### src/hw/ocp_pkg.sv
// Purpose: constants and types for the output compare / pwm unit
// Assumes: ahb-lite register access, 32-bit data, one word per register
// Notes:   offsets and bit positions are shared with the bench
package ocp_pkg;
   // register byte offsets
   localparam logic [7:0] OFF_CTRL1  = 8'h00;
   localparam logic [7:0] OFF_CTRL2  = 8'h04;
   localparam logic [7:0] OFF_PRIM   = 8'h08;
   localparam logic [7:0] OFF_SEC    = 8'h0C;
   localparam logic [7:0] OFF_STATUS = 8'h10;
   localparam logic [7:0] OFF_MASK   = 8'h14;
   localparam logic [7:0] OFF_COUNT  = 8'h18;
   // control one fields
   localparam int CTRL1_IDLE_BIT  = 13;
   localparam int CTRL1_CSEL_LSB  = 10;
   localparam int CTRL1_FEN_LSB   = 7;
   localparam int CTRL1_FST_LSB   = 4;
   localparam int CTRL1_TMODE_BIT = 3;
   localparam int CTRL1_MODE_LSB  = 0;
   // control two fields
   localparam int CTRL2_CASC_BIT  = 8;
   localparam int CTRL2_TRIG_BIT  = 7;
   localparam int CTRL2_TRIS_BIT  = 5;
   localparam int CTRL2_SYNC_LSB  = 0;
   localparam logic [4:0] SYNC_SELF = 5'h1F;
   // reset values
   localparam logic [15:0] CTRL1_RST = 16'h0000;
   localparam logic [15:0] CTRL2_RST = 16'h0020;
   // status bits
   localparam int ST_MATCH = 0;
   localparam int ST_FAULT = 1;
   localparam int ST_WIDTH = 2;
   // clock select codes
   localparam logic [2:0] CSEL_PCLK = 3'h7;
   localparam logic [2:0] CSEL_T1   = 3'h4;
   localparam logic [2:0] CSEL_T5   = 3'h3;
   localparam logic [2:0] CSEL_T4   = 3'h2;
   localparam logic [2:0] CSEL_T3   = 3'h1;
   localparam logic [2:0] CSEL_T2   = 3'h0;
   // compare modes
   typedef enum logic [2:0] {
      OCP_OFF    = 3'h0, OCP_HIGH  = 3'h1, OCP_LOW   = 3'h2, OCP_TOGGLE = 3'h3,
      OCP_SINGLE = 3'h4, OCP_CONT  = 3'h5, OCP_EDGE  = 3'h6, OCP_CENTER = 3'h7
   } ocp_mode_t;
   // ahb address phase capture
   typedef struct packed {
      logic       wr;
      logic       rd;
      logic [7:0] addr;
   } ocp_aphase_t;
endpackage

### src/hw/ocp_unit.sv
// Purpose: output compare channel with single-edge, pulse and pwm modes
// Assumes: one clock hclk, prescaler ticks arrive as async pins
// Notes:   pwm values are double buffered and reloaded at period end
//
// Overview of operation
// - a cleared tristate bit makes the channel drive its output pin
// - output rests at default level, flips when count equals primary value
// - double-compare modes return output to default on secondary match
// - flag on primary match in single modes, secondary match in double modes
// - single-shot pulse once, rearmed by control one write; continuous repeats
// - edge and center pwm, values held in hidden double buffers
// - pwm duty from primary compare, period from secondary compare
// - source field 0x1F with trigger select clear means self sync
// - clock select: 111 pclk, 100..000 timers 1,5,4,3,2, others reserved
// - timer source clocks the channel through its prescaler tick
// - three fault enable bits gate comparator, second and first fault pins
// - mode field in control one bits 2:0 selects operation
`timescale 1ns/1ns
module ocp_unit #(
   parameter int CW = 16
) (
   // clock and reset
   input  wire logic          hclk,
   input  wire logic          hresetn,
   // ahb-lite slave
   input  wire logic          hsel,
   input  wire logic [31:0]   haddr,
   input  wire logic [1:0]    htrans,
   input  wire logic          hwrite,
   input  wire logic [2:0]    hsize,
   input  wire logic [31:0]   hwdata,
   input  wire logic          hready,
   output logic      [31:0]   hrdata,
   output logic               hreadyout,
   output logic               hresp,
   // timing sources and faults (async pins)
   input  wire logic [4:0]    prescale_tick,
   input  wire logic [4:0]    sync_in,
   input  wire logic [2:0]    fault_in,
   input  wire logic          cpu_idle,
   // channel pin and interrupt
   output logic               odd_channel_output_o,
   output logic               odd_channel_output_oe,
   output logic               irq
);
   ////////////////////////////////////////////////////////////////////
   // pin synchronisers, one generate loop over all async inputs
   localparam int NS = 14;
   logic [NS-1:0] pin_raw;
   logic [NS-1:0] meta_q;
   logic [NS-1:0] sync_q;
   assign pin_raw = {cpu_idle, fault_in, sync_in, prescale_tick};
   genvar gi;
   generate
      for (gi = 0; gi < NS; gi++) begin : g_sync
         always_ff @(posedge hclk or negedge hresetn) begin
            if (!hresetn) begin
               meta_q[gi] <= 1'b0;
               sync_q[gi] <= 1'b0;
            end else begin
               meta_q[gi] <= pin_raw[gi];
               sync_q[gi] <= meta_q[gi];
            end
         end
      end
   endgenerate
   logic [4:0] tick_s;
   logic [4:0] syncin_s;
   logic [2:0] fault_s;
   logic       idle_s;
   logic [4:0] tick_prev_q;
   logic [4:0] sync_prev_q;
   assign tick_s   = sync_q[4:0];
   assign syncin_s = sync_q[9:5];
   assign fault_s  = sync_q[12:10];
   assign idle_s   = sync_q[13];

   ////////////////////////////////////////////////////////////////////
   // ahb-lite slave: zero wait states, always okay
   ocp_pkg::ocp_aphase_t ap_q;
   logic        take;
   logic [15:0] ctrl1_q;
   logic [15:0] ctrl2_q;
   logic [CW-1:0] prim_q;
   logic [CW-1:0] sec_q;
   logic [ocp_pkg::ST_WIDTH-1:0] status_q;
   logic [ocp_pkg::ST_WIDTH-1:0] mask_q;
   logic [CW-1:0] count_q;
   assign take      = hsel && hready && htrans[1];
   assign hreadyout = 1'b1;
   assign hresp     = 1'b0;
   always_ff @(posedge hclk or negedge hresetn) begin
      if (!hresetn) begin
         ap_q <= '0;
      end else begin
         ap_q.wr   <= take && hwrite;
         ap_q.rd   <= take && !hwrite;
         ap_q.addr <= haddr[7:0];
      end
   end
   logic wr_c1;
   logic wr_c2;
   logic wr_pr;
   logic wr_se;
   logic wr_st;
   logic wr_mk;
   assign wr_c1 = ap_q.wr && (ap_q.addr == ocp_pkg::OFF_CTRL1);
   assign wr_c2 = ap_q.wr && (ap_q.addr == ocp_pkg::OFF_CTRL2);
   assign wr_pr = ap_q.wr && (ap_q.addr == ocp_pkg::OFF_PRIM);
   assign wr_se = ap_q.wr && (ap_q.addr == ocp_pkg::OFF_SEC);
   assign wr_st = ap_q.wr && (ap_q.addr == ocp_pkg::OFF_STATUS);
   assign wr_mk = ap_q.wr && (ap_q.addr == ocp_pkg::OFF_MASK);
   logic [31:0] rd_mux;
   assign rd_mux = (ap_q.addr == ocp_pkg::OFF_CTRL1)  ? {16'h0000, ctrl1_q} :
                   (ap_q.addr == ocp_pkg::OFF_CTRL2)  ? {16'h0000, ctrl2_q} :
                   (ap_q.addr == ocp_pkg::OFF_PRIM)   ? 32'(prim_q) :
                   (ap_q.addr == ocp_pkg::OFF_SEC)    ? 32'(sec_q) :
                   (ap_q.addr == ocp_pkg::OFF_STATUS) ? 32'(status_q) :
                   (ap_q.addr == ocp_pkg::OFF_MASK)   ? 32'(mask_q) :
                   (ap_q.addr == ocp_pkg::OFF_COUNT)  ? 32'(count_q) : 32'h00000000;
   assign hrdata = ap_q.rd ? rd_mux : 32'h00000000;

   ////////////////////////////////////////////////////////////////////
   // control fields
   ocp_pkg::ocp_mode_t mode;
   logic [2:0] csel;
   logic [2:0] fen;
   logic [4:0] ssel;
   logic       trig_sel;
   logic       tris;
   assign mode     = ocp_pkg::ocp_mode_t'(ctrl1_q[ocp_pkg::CTRL1_MODE_LSB +: 3]);
   assign csel     = ctrl1_q[ocp_pkg::CTRL1_CSEL_LSB +: 3];
   assign fen      = ctrl1_q[ocp_pkg::CTRL1_FEN_LSB +: 3];
   assign ssel     = ctrl2_q[ocp_pkg::CTRL2_SYNC_LSB +: 5];
   assign trig_sel = ctrl2_q[ocp_pkg::CTRL2_TRIG_BIT];
   assign tris     = ctrl2_q[ocp_pkg::CTRL2_TRIS_BIT];

   // clock enable from selected source; reserved codes never tick
   logic [4:0] tick_rise;
   logic       tick;
   assign tick_rise = tick_s & ~tick_prev_q;
   assign tick = (csel == ocp_pkg::CSEL_PCLK) ? 1'b1 :
                 (csel == ocp_pkg::CSEL_T1)   ? tick_rise[0] :
                 (csel == ocp_pkg::CSEL_T5)   ? tick_rise[4] :
                 (csel == ocp_pkg::CSEL_T4)   ? tick_rise[3] :
                 (csel == ocp_pkg::CSEL_T3)   ? tick_rise[2] :
                 (csel == ocp_pkg::CSEL_T2)   ? tick_rise[1] : 1'b0;
   logic halt;
   assign halt = ctrl1_q[ocp_pkg::CTRL1_IDLE_BIT] && idle_s;

   // faults: any enabled active input latches its status bit
   logic [2:0] fault_hit;
   logic       faulted;
   assign fault_hit = fen & fault_s;
   assign faulted   = |ctrl1_q[ocp_pkg::CTRL1_FST_LSB +: 3];

   // external sync source rising edge, or self sync at period end
   logic self_sync;
   logic ext_sync;
   assign self_sync = (ssel == ocp_pkg::SYNC_SELF) && !trig_sel;
   assign ext_sync  = !self_sync && (ssel < 5'h05) &&
                      syncin_s[ssel[2:0]] && !sync_prev_q[ssel[2:0]];

   ////////////////////////////////////////////////////////////////////
   // compare engine
   logic [CW-1:0] duty_buf_q;
   logic [CW-1:0] per_buf_q;
   logic          up_q;
   logic          out_q;
   logic          done_q;
   logic          is_pwm;
   logic          is_dbl;
   logic          run;
   logic          prim_hit;
   logic          sec_hit;
   logic          wrap;
   logic          duty_end;
   logic [CW-1:0] cmp_p;
   logic [CW-1:0] cmp_s;
   assign is_pwm   = (mode == ocp_pkg::OCP_EDGE) || (mode == ocp_pkg::OCP_CENTER);
   assign is_dbl   = (mode == ocp_pkg::OCP_SINGLE) || (mode == ocp_pkg::OCP_CONT);
   assign run      = (mode != ocp_pkg::OCP_OFF) && tick && !halt;
   assign cmp_p    = is_pwm ? duty_buf_q : prim_q;
   assign cmp_s    = is_pwm ? per_buf_q : sec_q;
   assign prim_hit = run && (count_q == cmp_p);
   assign sec_hit  = run && (count_q == cmp_s);
   assign wrap     = (mode == ocp_pkg::OCP_CENTER) ? (run && !up_q && count_q == '0) :
                     ((self_sync && sec_hit) || (run && ext_sync));
   // fall one tick early so the pin stays high for exactly duty ticks
   assign duty_end = run && ((count_q + CW'(1)) == duty_buf_q);

   // timer: up count with reload, center mode counts up then down
   always_ff @(posedge hclk or negedge hresetn) begin
      if (!hresetn) begin
         count_q <= '0;
         up_q    <= 1'b1;
      end else if (mode == ocp_pkg::OCP_OFF) begin
         count_q <= '0;
         up_q    <= 1'b1;
      end else if (mode == ocp_pkg::OCP_CENTER && run) begin
         if (up_q && sec_hit) begin
            up_q    <= 1'b0;
            count_q <= count_q - 1'b1;
         end else if (!up_q && count_q == '0) begin
            up_q    <= 1'b1;
            count_q <= count_q + 1'b1;
         end else begin
            count_q <= up_q ? count_q + 1'b1 : count_q - 1'b1;
         end
      end else if (wrap) begin
         count_q <= '0;
      end else if (run) begin
         count_q <= count_q + 1'b1;
      end
   end

   // pwm shadow buffers, loaded at period boundary or whenever the mode is not pwm
   always_ff @(posedge hclk or negedge hresetn) begin
      if (!hresetn) begin
         duty_buf_q <= '0;
         per_buf_q  <= '0;
      end else if (!is_pwm || wrap) begin
         duty_buf_q <= prim_q;
         per_buf_q  <= sec_q;
      end
   end

   // output level: default low; in double modes rises on primary, falls on secondary
   logic out_d;
   logic flag_ev;
   always_comb begin
      out_d   = out_q;
      flag_ev = 1'b0;
      case (mode)
         ocp_pkg::OCP_OFF: out_d = 1'b0;
         ocp_pkg::OCP_HIGH: begin
            if (prim_hit) out_d = 1'b1;
            flag_ev = prim_hit;
         end
         ocp_pkg::OCP_LOW: begin
            if (prim_hit) out_d = 1'b0;
            flag_ev = prim_hit;
         end
         ocp_pkg::OCP_TOGGLE: begin
            if (prim_hit) out_d = !out_q;
            flag_ev = prim_hit;
         end
         ocp_pkg::OCP_SINGLE, ocp_pkg::OCP_CONT: begin
            if (!done_q && prim_hit) out_d = 1'b1;
            if (!done_q && sec_hit) out_d = 1'b0;
            flag_ev = !done_q && sec_hit;
         end
         ocp_pkg::OCP_EDGE: begin
            if (wrap) out_d = (duty_buf_q != '0);
            else if (duty_end) out_d = 1'b0;
            flag_ev = wrap;
         end
         ocp_pkg::OCP_CENTER: begin
            if (prim_hit) out_d = up_q;
            flag_ev = wrap;
         end
         default: out_d = 1'b0;
      endcase
      if (faulted) out_d = 1'b0;
   end

   always_ff @(posedge hclk or negedge hresetn) begin
      if (!hresetn) begin
         out_q       <= 1'b0;
         done_q      <= 1'b0;
         tick_prev_q <= '0;
         sync_prev_q <= '0;
      end else begin
         out_q       <= out_d;
         tick_prev_q <= tick_s;
         sync_prev_q <= syncin_s;
         if (wr_c1) done_q <= 1'b0;
         else if (mode == ocp_pkg::OCP_SINGLE && sec_hit && !done_q) done_q <= 1'b1;
      end
   end
   assign odd_channel_output_o  = out_q;
   assign odd_channel_output_oe = !tris;

   ////////////////////////////////////////////////////////////////////
   // registers; hardware-set fault status beats software clear
   logic [ocp_pkg::ST_WIDTH-1:0] st_set;
   assign st_set = {(|fault_hit), flag_ev};
   always_ff @(posedge hclk or negedge hresetn) begin
      if (!hresetn) begin
         ctrl1_q  <= ocp_pkg::CTRL1_RST;
         ctrl2_q  <= ocp_pkg::CTRL2_RST;
         prim_q   <= '0;
         sec_q    <= '0;
         status_q <= '0;
         mask_q   <= '0;
      end else begin
         if (wr_c1) ctrl1_q <= hwdata[15:0] & 16'h3FFF;
         ctrl1_q[ocp_pkg::CTRL1_FST_LSB +: 3] <=
            (wr_c1 ? hwdata[ocp_pkg::CTRL1_FST_LSB +: 3]
                   : ctrl1_q[ocp_pkg::CTRL1_FST_LSB +: 3]) | fault_hit;
         if (wr_c2) ctrl2_q <= hwdata[15:0] & 16'h01BF;
         if (wr_pr) prim_q <= hwdata[CW-1:0];
         if (wr_se) sec_q <= hwdata[CW-1:0];
         if (wr_mk) mask_q <= hwdata[ocp_pkg::ST_WIDTH-1:0];
         status_q <= (status_q & ~(wr_st ? hwdata[ocp_pkg::ST_WIDTH-1:0] : '0)) | st_set;
      end
   end
   assign irq = |(status_q & mask_q);

   ////////////////////////////////////////////////////////////////////
   // checks
   a_out_rise_prim: assert property (@(posedge hclk) disable iff (!hresetn)
      (mode == ocp_pkg::OCP_HIGH && prim_hit && !faulted) |=> out_q)
      else $error("output did not rise on primary match");
   a_out_fall_sec: assert property (@(posedge hclk) disable iff (!hresetn)
      (is_dbl && !done_q && sec_hit && !prim_hit) |=> !out_q)
      else $error("output did not return on secondary match");
   a_flag_set: assert property (@(posedge hclk) disable iff (!hresetn)
      flag_ev |=> status_q[ocp_pkg::ST_MATCH])
      else $error("match flag not set");
   a_single_once: assert property (@(posedge hclk) disable iff (!hresetn)
      (mode == ocp_pkg::OCP_SINGLE && done_q && !wr_c1) |=> done_q)
      else $error("single shot rearmed without write");
   a_fault_safe: assert property (@(posedge hclk) disable iff (!hresetn)
      (|fault_hit) |=> (faulted ##1 !out_q))
      else $error("fault did not force safe output");
   a_tris_drive: assert property (@(posedge hclk) disable iff (!hresetn)
      $fell(tris) |-> odd_channel_output_oe)
      else $error("output not driven with tristate cleared");
   a_idle_hold: assert property (@(posedge hclk) disable iff (!hresetn)
      (halt && mode != ocp_pkg::OCP_OFF) |=> $stable(count_q))
      else $error("counter moved in idle halt");
   a_reserved_clk: assert property (@(posedge hclk) disable iff (!hresetn)
      (csel == 3'h5 || csel == 3'h6) |-> !tick)
      else $error("reserved clock select ticked");
   a_pwm_buffer: assert property (@(posedge hclk) disable iff (!hresetn)
      (is_pwm && !wrap && wr_pr) |=> $stable(duty_buf_q))
      else $error("pwm buffer changed mid period");
endmodule

### config.mk
export PLATFORM = sky130hd
export DESIGN_NAME = ocp_unit
export DESIGN_NICKNAME = d
export VERILOG_FILES = /design/src/hw/ocp_pkg.sv /design/src/hw/ocp_unit.sv
export SDC_FILE = /design/constraint.sdc
export NUM_CORES = 1
export LEC_CHECK = 0
export BUFFER_PORTS_ARGS = -buffer_cell sky130_fd_sc_hd__buf_4
export CAP_MARGIN = 10
export CORE_UTILIZATION = 40
export DETAILED_ROUTE_END_ITERATION = 10
export GPL_TIMING_DRIVEN = 0
export HOLD_SLACK_MARGIN = 0.1
export PLACE_DENSITY_LB_ADDON = 0.3
export SLEW_MARGIN = 10
export SYNTH_ARGS = -nofsm -noshare
export SYNTH_HDL_FRONTEND = slang
export SYNTH_SLANG_ARGS = --single-unit
### constraint.sdc
create_clock -name hclk -period 2.9 [get_ports hclk]
set_input_delay 0.435 -clock hclk [delete_from_list [all_inputs] [get_ports hclk]]
set_output_delay 0.435 -clock hclk [all_outputs]
set_load 0.02 [all_outputs]
==> results of run 1 <==
==> routing by layer <==
metal | GRT usage, % | up-vias | part of all wire [%]
met2 | 38.6 | 298 | 46
met3 | 4.30 | 62 | 5.7
li1 | - | 3300 | -
met5 | 0 | - | 0
met1 | 34.9 | 3673 | 44
met4 | 13.0 | 0 | 4.0
==> worst max-delay path by stage <==
| stage | startpoint | to | slack (ns) | cells past startpoint |
|---|---|---|---|---|
| floorplan | ctrl1_q[2]$_DFFE_PN0P_ | duty_buf_q[0]$_DFFE_PN0P_ | 0.32 | 11 |
| global placement | count_q[8]$_DFFE_PN0P_ | odd_channel_output_o$_DFFE_PN0P_ | -0.44 | 9 |
| detailed placement | count_q[1]$_DFFE_PN0P_ | count_q[4]$_DFFE_PN0P_ | -0.45 | 10 |
| CTS | ctrl2_q[0]$_DFFE_PN0P_ | count_q[10]$_DFFE_PN0P_ | 0.009 | 8 |
| global route | count_q[4]$_DFFE_PN0P_ | odd_channel_output_o$_DFFE_PN0P_ | -0.15 | 9 |
| finish | count_q[3]$_DFFE_PN0P_ | odd_channel_output_o$_DFFE_PN0P_ | -0.03 | 9 |
==> stage by stage <==
stage	utilization [%]	hold slack, ns	std cells	instance area [sq um]	TNS [ns]
5_1_grt	51.9	0.156	1254	11100	-0.159
3_5_place_dp	45.6	0.336	1187	9730	-15.14
3_3_place_gp	45.4	0.332	1186	9700	-15.83
6_report	51.9	0.151	1254	11100	-0.0319
4_1_cts	50.6	0.142	1243	10800	0
2_1_floorplan	-	0.139	849	8890	0
==> power by group through the flow <==
stage               Clock, mW  Combinational, mW  Sequential (mW)
floorplan                   0               1.49             2.53
global placement            0               2.08             2.62
detailed placement          0               2.10             2.62
CTS                      2.39               2.25             2.60
global route             2.46               2.58             2.65
finish                   2.34               2.42             2.63
==> worst max-delay path, stage by stage, from the launching register on <==
cell and delay [ns]:
dfrtp_1 0.47, buf_4 0.25, and4_4 0.28, nand2_2 0.13, or3_1 0.43, nor2_2 0.21
xnor2_1 0.09, or4_1 0.58, a21oi_1 0.21, mux2i_1 0.21
==> area by class of cell <==
class / instances / share of cell area [%]
Timing Repair Buffer: 105 / 8.26
Clock inverter: 15 / 1.91
Clock buffer: 17 / 3.84
Tap cell: 275 / 3.11
Inverter: 24 / 0.813
Buffer: 63 / 3.99
Multi-Input combinational cell: 598 / 42.6
Sequential cell: 157 / 35.5
==> cells in the final DEF, fill, tap and decap left out, drive strengths merged, types with 20 or more instances in the layout <==
| cell | synthesis | routed |
|---|---|---|
| a21oi | 33 | 33 |
| mux2 | 83 | 83 |
| dlygate4sd3 | 0 | 23 |
| nor3 | 24 | 24 |
| nand3 | 28 | 28 |
| nor2b | 23 | 23 |
| nand2 | 57 | 57 |
| buf | 35 | 117 |
| mux2i | 20 | 20 |
| xnor2 | 36 | 36 |
| clkbuf | 35 | 45 |
| inv | 24 | 28 |
| dfrtp | 155 | 155 |
| o21ai | 25 | 25 |
| nor2 | 41 | 41 |
==> state kept, by name, summed over array words and instances, names as in the netlist <==
| signal | cells |
|---|---|
| per_buf_q | 16 |
| odd_channel_output_o | 1 |
| ap_q | 10 |
| tick_prev_q | 5 |
| count_q | 16 |
| status_q | 2 |
| done_q | 1 |
| sec_q | 16 |
| duty_buf_q | 16 |
| ctrl1_q | 14 |
| fault_s | 3 |
| ctrl2_q | 8 |
| sync_q | 10 |
| prim_q | 16 |
| meta_q | 14 |
| idle_s | 1 |
| up_q | 1 |
| sync_prev_q | 5 |
| mask_q | 2 |
==> repair_timing <==
action / CTS / global route
hold buffers: 23 / 0
hold endpoints to repair: 85 / 0
buffers inserted: 6 / 13
endpoints found under the setup margin: 72 / 66
resized for setup: 41 / 53
pin swaps: 6 / 12
==> kinds of logic (layout without fill, tap and decap cells) <==
| kind of cell | count (synthesis) | after routing | synth area share (%) |
|---|---|---|---|
| DFF | 157 | 157 | 44.5 |
| muxes | 103 | 103 | 14.1 |
| xor gates and xnor gates | 47 | 47 | 4.66 |
| other | 2 | 18 | 0.0851 |
| buffers and inverters | 94 | 224 | 5.73 |
| AOI/OAI and AO/OA | 172 | 172 | 15.0 |
| and+or+nand+nor | 256 | 256 | 15.7 |
| adders and majority gates | 2 | 2 | 0.283 |
==> out/results.ini, run 1 <==
[outcome]
status=finished with violations
failed_checks=negative setup slack

[synthesis]
synth-edff-count=0
yosys_warnings=0
syn_area_per_cell_sq_um=10.6
yosysSeqAreaShare_pct=44.5
yosysMostFrequentCell=dfrtp_1
synthTopCellsByArea=dfrtp_1 44%, mux2_2 6.9%, mux2_4 4.9%
netlist.top_cell.by_area=dfrtp_1
synth-async-reset-ratio_pct=100
synth_cell_types=84
synth_commonest_cells=155 x dfrtp_1, 55 x nand2_1, 54 x mux2_2, 39 x nor2_1, 36 x xnor2_1
postSynthCellCount=833
synthesis.area_sq_mm=0.00883
synth_ff_type=dfrtp_1
ys_ff_latch=157
synth_top_area_share_pct=43.9

[final_layout]
register_area_sq_mm=0.00394
nFillCells=1937
multi_input_area_sq_mm=0.00471
drive_above_1_share_pct=32.3
nNetsFinal=1056
diodes=0
area_delta_synth_final_pct=25.5

[floorplan]
rows=53
die_x_um=151
coreArea_sq_mm=0.0214
die_h_um=151
start_util_pct=41.3
die_area_sq_mm=0.0227
ios=125

[sta]
fmax_mhz=341
fin_skew_ns=0.0100
rsz0062_at_grt=true
setup_viol=1
max-slew-margin-rel_pct=30.4
maxSlewViolCount=0
layout_min_cycle_time_ns=2.93
setup_ws_ns=-0.0319
worst_pin_slew_ns=1.04
finalCritPeriodShare_pct=101
finalHoldViolCount=0

[clocking]
ctsRootBufferMaster=clkbuf_16
cts_max_level=4
cts_buffers=17
clkLatencyLatePin_ns=0.44
cts_tree=yes
cts_buffer_depth=2
path_clk_slew_ns=0.07
cts_sinks=157

[drt]
wire_per_inst_um=22.3
vias=7333
drtAntennaViolNets=0
totalWireLength_um=27900
drtIter0Drc=644
vias_per_cell=5.85
drtPass1Iterations=7
drc_errors=0

[worst_setup_path]
cp_max_fo=10
start_kind=flop
r2r_slack_ns=-0.03
worst_setup_path_end_kind=flop
r2r_start=count_q[3]$_DFFE_PN0P_
critPathRequiredTime_ns=3.26
critical_path_class=reg -> reg
r2r_cells=9
worst_r2r_endpoint=odd_channel_output_o$_DFFE_PN0P_
cp_data_arrival_time_ns=3.29

[min_path]
worstHoldPathCells=2
hold_start=hwrite
hold_path_end=ap_q[8]$_DFF_PN0_
min_path_type=in -> reg

[pwr]
p_leak_nw=4.79
finalPower_mw=7.40
peakVddDrop_v=0.000383
swShare_pct=38.5
power_frac_seq_pct=35.6
power.density_mw_per_mm2=668
p_switching_mw=2.85
p_comb_share_pct=32.8
p_int_mw=4.55
pwr-share-clk_pct=31.7

[global_route]
track_usage_pct=25.5
grt_max_degree=95
overflow=0
grt_pass1_vias=7083
grt_pass1_wl_um=42500
antenna_found_initial=0

[placed_design]
gp_congestion=0.982
port-buffer-count=62
dp_slack_ns=-0.445
dpl.hpwl_um=20000

[job]
max_cap_viol_count=0

Note: power is estimated with default switching activity, not from simulation.
==> run 2: changes to the inputs <==
--- a/config.mk
+++ b/config.mk
@@ -7,7 +7,7 @@
 export LEC_CHECK = 0
 export BUFFER_PORTS_ARGS = -buffer_cell sky130_fd_sc_hd__buf_4
 export CAP_MARGIN = 10
-export CORE_UTILIZATION = 40
+export CORE_UTILIZATION = 30
 export DETAILED_ROUTE_END_ITERATION = 10
 export GPL_TIMING_DRIVEN = 0
 export HOLD_SLACK_MARGIN = 0.1
==> constraint.sdc (replaced) <==
create_clock -name hclk -period 3.3 [get_ports hclk]
set_input_delay 0.495 -clock hclk [delete_from_list [all_inputs] [get_ports hclk]]
set_output_delay 0.495 -clock hclk [all_outputs]
set_load 0.02 [all_outputs]
==> out/results.ini, run 2 (same netlist as run 1, synthesis figures left out) <==
[min_path]
min_path_type=in -> reg
hold_path_end=meta_q[9]$_DFF_PN0_
hold_start=sync_in[4]
worstHoldPathCells=1  ; -1

[sta]
finalCritPeriodShare_pct=95.5  ; -5.6 points
setup_ws_ns=0.149  ; +0.181 ns
fin_skew_ns=0.0225  ; +0.0124 ns
finalHoldViolCount=0  ; unchanged
rsz0062_at_grt=false
fmax_mhz=317  ; -6.9%
max-slew-margin-rel_pct=44.9  ; +14 points
setup_viol=0  ; -1
worst_pin_slew_ns=0.824  ; -0.216 ns
layout_min_cycle_time_ns=3.15  ; +0.219 ns
maxSlewViolCount=0  ; unchanged

[final_layout]
nFillCells=2924  ; +51%
layout_commonest_cell=dfrtp_1
final_util_pct=36.6  ; -15 points
final_cell_mix=155 x dfrtp_1, 84 x buf_4, 55 x nand2_1
diodes=0  ; unchanged
area_delta_synth_final_pct=19.6
multi_input_area_sq_mm=0.00450  ; -4.5%
drive_above_1_share_pct=27.0  ; -5.3 points
nNetsFinal=1021  ; -3.3%
instances_no_fill=1328  ; +5.9%
register_area_sq_mm=0.00393  ; -0.13%

[drt]
totalWireLength_um=28300  ; +1.6%
drc_errors=0  ; unchanged
drtAntennaViolNets=0  ; unchanged
drtIter0Drc=617  ; -4.2%
vias_per_cell=5.36  ; -8.4%
vias=7117  ; -2.9%
wire_per_inst_um=21.3  ; -4.1%
drtPass1Iterations=5  ; -2

[clocking]
cts_buffer_depth=2  ; unchanged
clkLatencyLatePin_ns=0.45  ; about the same
path_clk_slew_ns=0.08  ; about the same
ctsRootBufferMaster=clkbuf_16
cts_buffers=17  ; unchanged
cts_tree=yes
cts_max_level=4  ; unchanged
cts_sinks=157  ; unchanged

[placed_design]
dp.cells=1296  ; +9.2%
dp_slack_ns=-0.0643  ; +0.381 ns
dpl.hpwl_um=21000  ; +4.6%
gp_congestion=0.970  ; -1.2%
port-buffer-count=62  ; unchanged

[floorplan]
rows=62  ; +17%
start_util_pct=30.6  ; -11 points
coreArea_sq_mm=0.0289  ; +35%
die_h_um=174  ; +15%
die_x_um=174  ; +15%
die_area_sq_mm=0.0301  ; +33%
ios=125  ; unchanged

[worst_setup_path]
cp_max_fo=10  ; unchanged
r2r_cells=12  ; +3
r2r_start=ctrl1_q[2]$_DFFE_PN0P_
critPathRequiredTime_ns=3.63  ; +0.37 ns
r2r_slack_ns=0.15  ; +0.18 ns
start_kind=flop
worst_setup_path_end_kind=flop
worst_r2r_endpoint=duty_buf_q[4]$_DFFE_PN0P_
cp_data_arrival_time_ns=3.48  ; +0.19 ns
critical_path_class=reg -> reg

[global_route]
antenna_found_initial=0  ; unchanged
overflow=0  ; unchanged
grt_max_degree=90  ; -5.3%
track_usage_pct=19.3  ; -6.2 points
grt_pass1_vias=6875  ; -2.9%
grt_pass1_wl_um=43700  ; +2.8%

[pwr]
peakVddDrop_v=0.000314  ; -18%
p_leak_nw=4.51  ; -6.0%
power.density_mw_per_mm2=596  ; -11%

[job]
max_cap_viol_count=0  ; unchanged

[outcome]
status=finished, final reports clean

## run 2: changes by cell type in the layout (fill, tap and decap cells not counted), sizes merged
cell         previous run  this run
inv                    28        30
buf                   117       100
dlygate4sd3            23         1
clkinv                 11         8
clkinvlp                0         1
clkbuf                 45        49
## run 2: layout make-up
cell class              instances  share of cell area [%]
well taps                     384                    4.55
inverters                      24                   0.853
plain buffers                  67                    3.90
multi-input cells             598                    42.7
flip-flops and latches        157                    37.2
clock buffers                  17                    4.03
repair buffers                 66                    4.98
clock inverters                15                    1.78
## run 2: worst max-delay path by stage
stage / startpoint / endpoint / slack (ns) / cells after the start
floorplan: ctrl1_q[2]$_DFFE_PN0P_ / duty_buf_q[0]$_DFFE_PN0P_ / 0.72 / 11
global placement: count_q[8]$_DFFE_PN0P_ / odd_channel_output_o$_DFFE_PN0P_ / -0.13 / 9
detailed placement: count_q[8]$_DFFE_PN0P_ / odd_channel_output_o$_DFFE_PN0P_ / -0.06 / 9
CTS: count_q[6]$_DFFE_PN0P_ / odd_channel_output_o$_DFFE_PN0P_ / 0.03 / 9
global route: ap_q[2]$_DFF_PN0_ / hrdata[8] / 0.01 / 9
finish: ctrl1_q[2]$_DFFE_PN0P_ / duty_buf_q[4]$_DFFE_PN0P_ / 0.15 / 12
## run 2: what timing repair did
item	in CTS	in global routing
hold buffers	1	0
setup buffers	0	2
pin swaps	0	1
hold endpoints to repair	67	0
resized for setup	4	18
setup endpoints to repair	17	47
## run 2: per-layer routing
metal	track usage (%)	part of all wire (%)	up-vias
met5	0	0	-
met2	29.8	46	312
met3	3.82	7.0	52
met4	6.82	2.9	0
met1	26.9	44	3513
li1	-	-	3240
## run 2: through the flow
| stage | instance area [sq um] | hold WS (ns) | setup TNS (ns) | total power [mW] |
|---|---|---|---|---|
| final | 10600 | 0.142 | 0 | 6.29 |
| after global routing | 10600 | 0.132 | 0 | 6.55 |
| after CTS | 10500 | 0.141 | 0 | 6.25 |
| after detailed placement | 9870 | 0.336 | -0.160 | 4.18 |
| after global placement | 9830 | 0.331 | -0.239 | 4.18 |
| after floorplan | 8890 | 0.199 | 0 | 3.53 |
## run 2: worst max-delay path, cell delays in order, from the launching register on
cell and delay [ns]:
dfrtp_1 0.36, buf_2 0.18, nand2_2 0.12, buf_6 0.18, mux2i_1 0.32, xnor2_1 0.22
nor3_4 0.30, nand4_4 0.24, a21boi_2 0.25, or3_1 0.21, buf_6 0.17, buf_12 0.17
mux2_4 0.31
## run 2: power by group
part / total [mW] / switching (mW) / internal, mW
Combinational: 1.95 / 1.21 / 0.738
Clock: 2.05 / 1.02 / 1.03
Sequential: 2.29 / 0.212 / 2.08
==> run 3: changes to the inputs <==
--- a/config.mk
+++ b/config.mk
@@ -5,6 +5,7 @@
 export SDC_FILE = /design/constraint.sdc
 export NUM_CORES = 1
 export LEC_CHECK = 0
+export ABC_AREA = 1
 export BUFFER_PORTS_ARGS = -buffer_cell sky130_fd_sc_hd__buf_4
 export CAP_MARGIN = 10
 export CORE_UTILIZATION = 30
==> out/results.ini, run 3 <==
[floorplan]
die_area_sq_mm=0.0309  ; +2.7%
die_x_um=176  ; +1.3%
ios=125  ; unchanged
rows=63  ; +1.6%
die_h_um=176  ; +1.3%
coreArea_sq_mm=0.0297  ; +3.0%
start_util_pct=30.5  ; -0.072 points

[sta]
setup_viol=0  ; unchanged
rsz0062_at_grt=false
layout_min_cycle_time_ns=3.13  ; -0.0168 ns
worst_pin_slew_ns=0.622  ; -0.202 ns
maxSlewViolCount=0  ; unchanged
max-slew-margin-rel_pct=58.4  ; +14 points
final.setup.tns_ns=0  ; unchanged
finalCritPeriodShare_pct=95.0  ; -0.51 points
fmax_mhz=319  ; +0.54%
fin_skew_ns=0.0175  ; -0.00496 ns
finalHoldViolCount=0  ; unchanged

[pwr]
power.density_mw_per_mm2=532  ; -11%
p_leak_nw=5.54  ; +23%
peakVddDrop_v=0.000381  ; +21%

[synthesis]
synth-async-reset-ratio_pct=100  ; unchanged
synthesis.area_sq_mm=0.00907  ; +2.7%
yosysSeqAreaShare_pct=43.3  ; -1.2 points
synth_top_area_share_pct=42.8  ; -1.2 points
synth_ff_type=dfrtp_1
synth_commonest_cells=416 x nand2_1, 155 x dfrtp_1, 123 x o21ai_0, 108 x inv_1, 103 x nand3_1
netlist.top_cell.by_area=dfrtp_1
postSynthCellCount=1248  ; +50%
yosys_warnings=0  ; unchanged
synth_cell_types=44  ; -48%
synth-edff-count=0  ; unchanged
syn_area_per_cell_sq_um=7.27  ; -31%
ys_ff_latch=157  ; unchanged
yosysMostFrequentCell=nand2_1
synthTopCellsByArea=dfrtp_1 43%, nand2_1 17%, o21ai_0 6.8%

[drt]
drtAntennaViolNets=0  ; unchanged
drc_errors=0  ; unchanged
drtPass1Iterations=6  ; +1
totalWireLength_um=30600  ; +8.0%
vias=8723  ; +23%
vias_per_cell=4.98  ; -7.1%
wire_per_inst_um=17.5  ; -18%
drtIter0Drc=798  ; +29%

[clocking]
cts_buffer_depth=2  ; unchanged
ctsRootBufferMaster=clkbuf_16
cts_sinks=157  ; unchanged
clkLatencyLatePin_ns=0.45  ; about the same
path_clk_slew_ns=0.07  ; about the same
cts_max_level=4  ; unchanged
cts_buffers=17  ; unchanged
cts_tree=yes

[placed_design]
dpl.hpwl_um=23600  ; +13%
port-buffer-count=62  ; unchanged
gp_congestion=0.934  ; -3.8%
dp.cells=1717  ; +32%

[global_route]
overflow=0  ; unchanged
grt_pass1_wl_um=48400  ; +11%
grt_pass1_vias=8352  ; +21%
track_usage_pct=20.7  ; +1.4 points
grt_max_degree=107  ; +19%
antenna_found_initial=0  ; unchanged

[final_layout]
diodes=0  ; unchanged
layout_commonest_cell=nand2_1
final_util_pct=36.3  ; -0.24 points
nNetsFinal=1439  ; +41%
instances_no_fill=1752  ; +32%
final_cell_mix=415 x nand2_1, 155 x dfrtp_1, 118 x o21ai_0
drive_above_1_share_pct=12.8  ; -14 points
area_delta_synth_final_pct=19.1
nFillCells=3186  ; +9.0%
register_area_sq_mm=0.00393  ; unchanged
multi_input_area_sq_mm=0.00433  ; -3.8%

[worst_setup_path]
r2r_start=count_q[1]$_DFFE_PN0P_
critPathRequiredTime_ns=2.80  ; -0.83 ns
cp_data_arrival_time_ns=2.64  ; -0.84 ns
cp_max_fo=10  ; unchanged
cp-startpoint=ap_q[7]$_DFF_PN0_
worst_setup_path_end_kind=output port
critical_path_class=reg -> out
start_kind=flop
r2r_slack_ns=0.44  ; +0.29 ns

[min_path]
min_path_type=in -> reg
hold_start=haddr[6]

[outcome]
status=finished, final reports clean

[job]
max_cap_viol_count=0  ; unchanged

==> run 3: cell count changes after synthesis, moves of 23 or more <==
cell     delta
nand2_1   +361
o21ai_0   +101
inv_1      +84
nand3_1    +75
mux2_2     -54
nor2_1     +51
xnor2_1    -34
mux2_4     -29
nor2b_1    -23
==> run 3: final timing paths <==
kind,end,cells past startpoint
worst min register to register,fault_s[0]$_DFF_PN0_,0
worst min-delay path,ap_q[6]$_DFF_PN0_,1
worst max-delay path,hrdata[6],9
max in group asynchronous,ctrl2_q[8]$_DFFE_PN0P_,3
min in group asynchronous,count_q[9]$_DFFE_PN0P_,2
worst max register to register,status_q[0]$_DFF_PN0_,11
==> run 3: per-stage QoR <==
step	hold slack (ns)	total power, mW	setup slack, ns	instance area (sq um)
finish	0.151	5.74	0.166	10800
floorplan	0.199	3.31	0.779	9130
CTS	0.139	5.75	0.0193	10800
global route	0.132	6.08	0.0163	10800
global placement	0.331	3.73	0.122	10100
detailed placement	0.335	3.76	0.105	10100
==> run 3: routing by layer <==
| layer | GRT usage, % | vias up | routed length, um |
|---|---|---|---|
| met1 | 28.7 | 4151 | 14000 |
| met5 | 0 | - | 0 |
| met2 | 33.1 | 339 | 14200 |
| met3 | 3.46 | 37 | 1950 |
| met4 | 5.69 | 0 | 495 |
| li1 | - | 4196 | - |
==> run 3: cell families (layout without fill, tap and decap cells) <==
group           count (synthesis)  after routing  synth area share (%)
xor+xnor                       32             32                  3.24
fa+ha+maj                       2              2                 0.276
flops                         157            157                  43.3
compound gates                207            207                  12.7
buf+inv                       193            291                  9.97
other cells                     2             18                0.0828
simple gates                  655            655                  30.3
==> run 3: report_power, final <==
part	internal (mW)	total [mW]	switching (mW)	leakage, nW
Sequential	2.14	2.32	0.187	1.65
Clock	1.02	1.98	0.963	0.290
Combinational	0.510	1.43	0.923	3.59
Total	3.67	5.74	2.07	5.54
==> run 3: layout make-up <==
type	instances	area share, %
plain buffers	73	4.26
clock buffers	17	3.94
clock inverters	15	1.61
inverters	120	4.18
multi-input cells	914	40.1
flip-flops and latches	157	36.4
well taps	390	4.52
repair buffers	66	4.98
==> run 3: repair_timing <==
| item | in CTS | in global routing |
|---|---|---|
| resized for setup | 12 | 9 |
| hold endpoints to repair | 49 | 0 |
| pin swaps | 0 | 1 |
| setup buffers | 0 | 2 |
| setup endpoints to repair | 16 | 14 |
| hold buffers | 1 | 0 |
==> run 3: worst max-delay path, cell delays in order (launching register included) <==
cell and delay (ns):
dfrtp_1 0.36, or2_2 0.34, nor3_4 0.22, inv_2 0.12
nor2_4 0.18, buf_12 0.12, clkbuf_2 0.22, a221oi_1 0.10
o21ai_0 0.32, buf_4 0.21
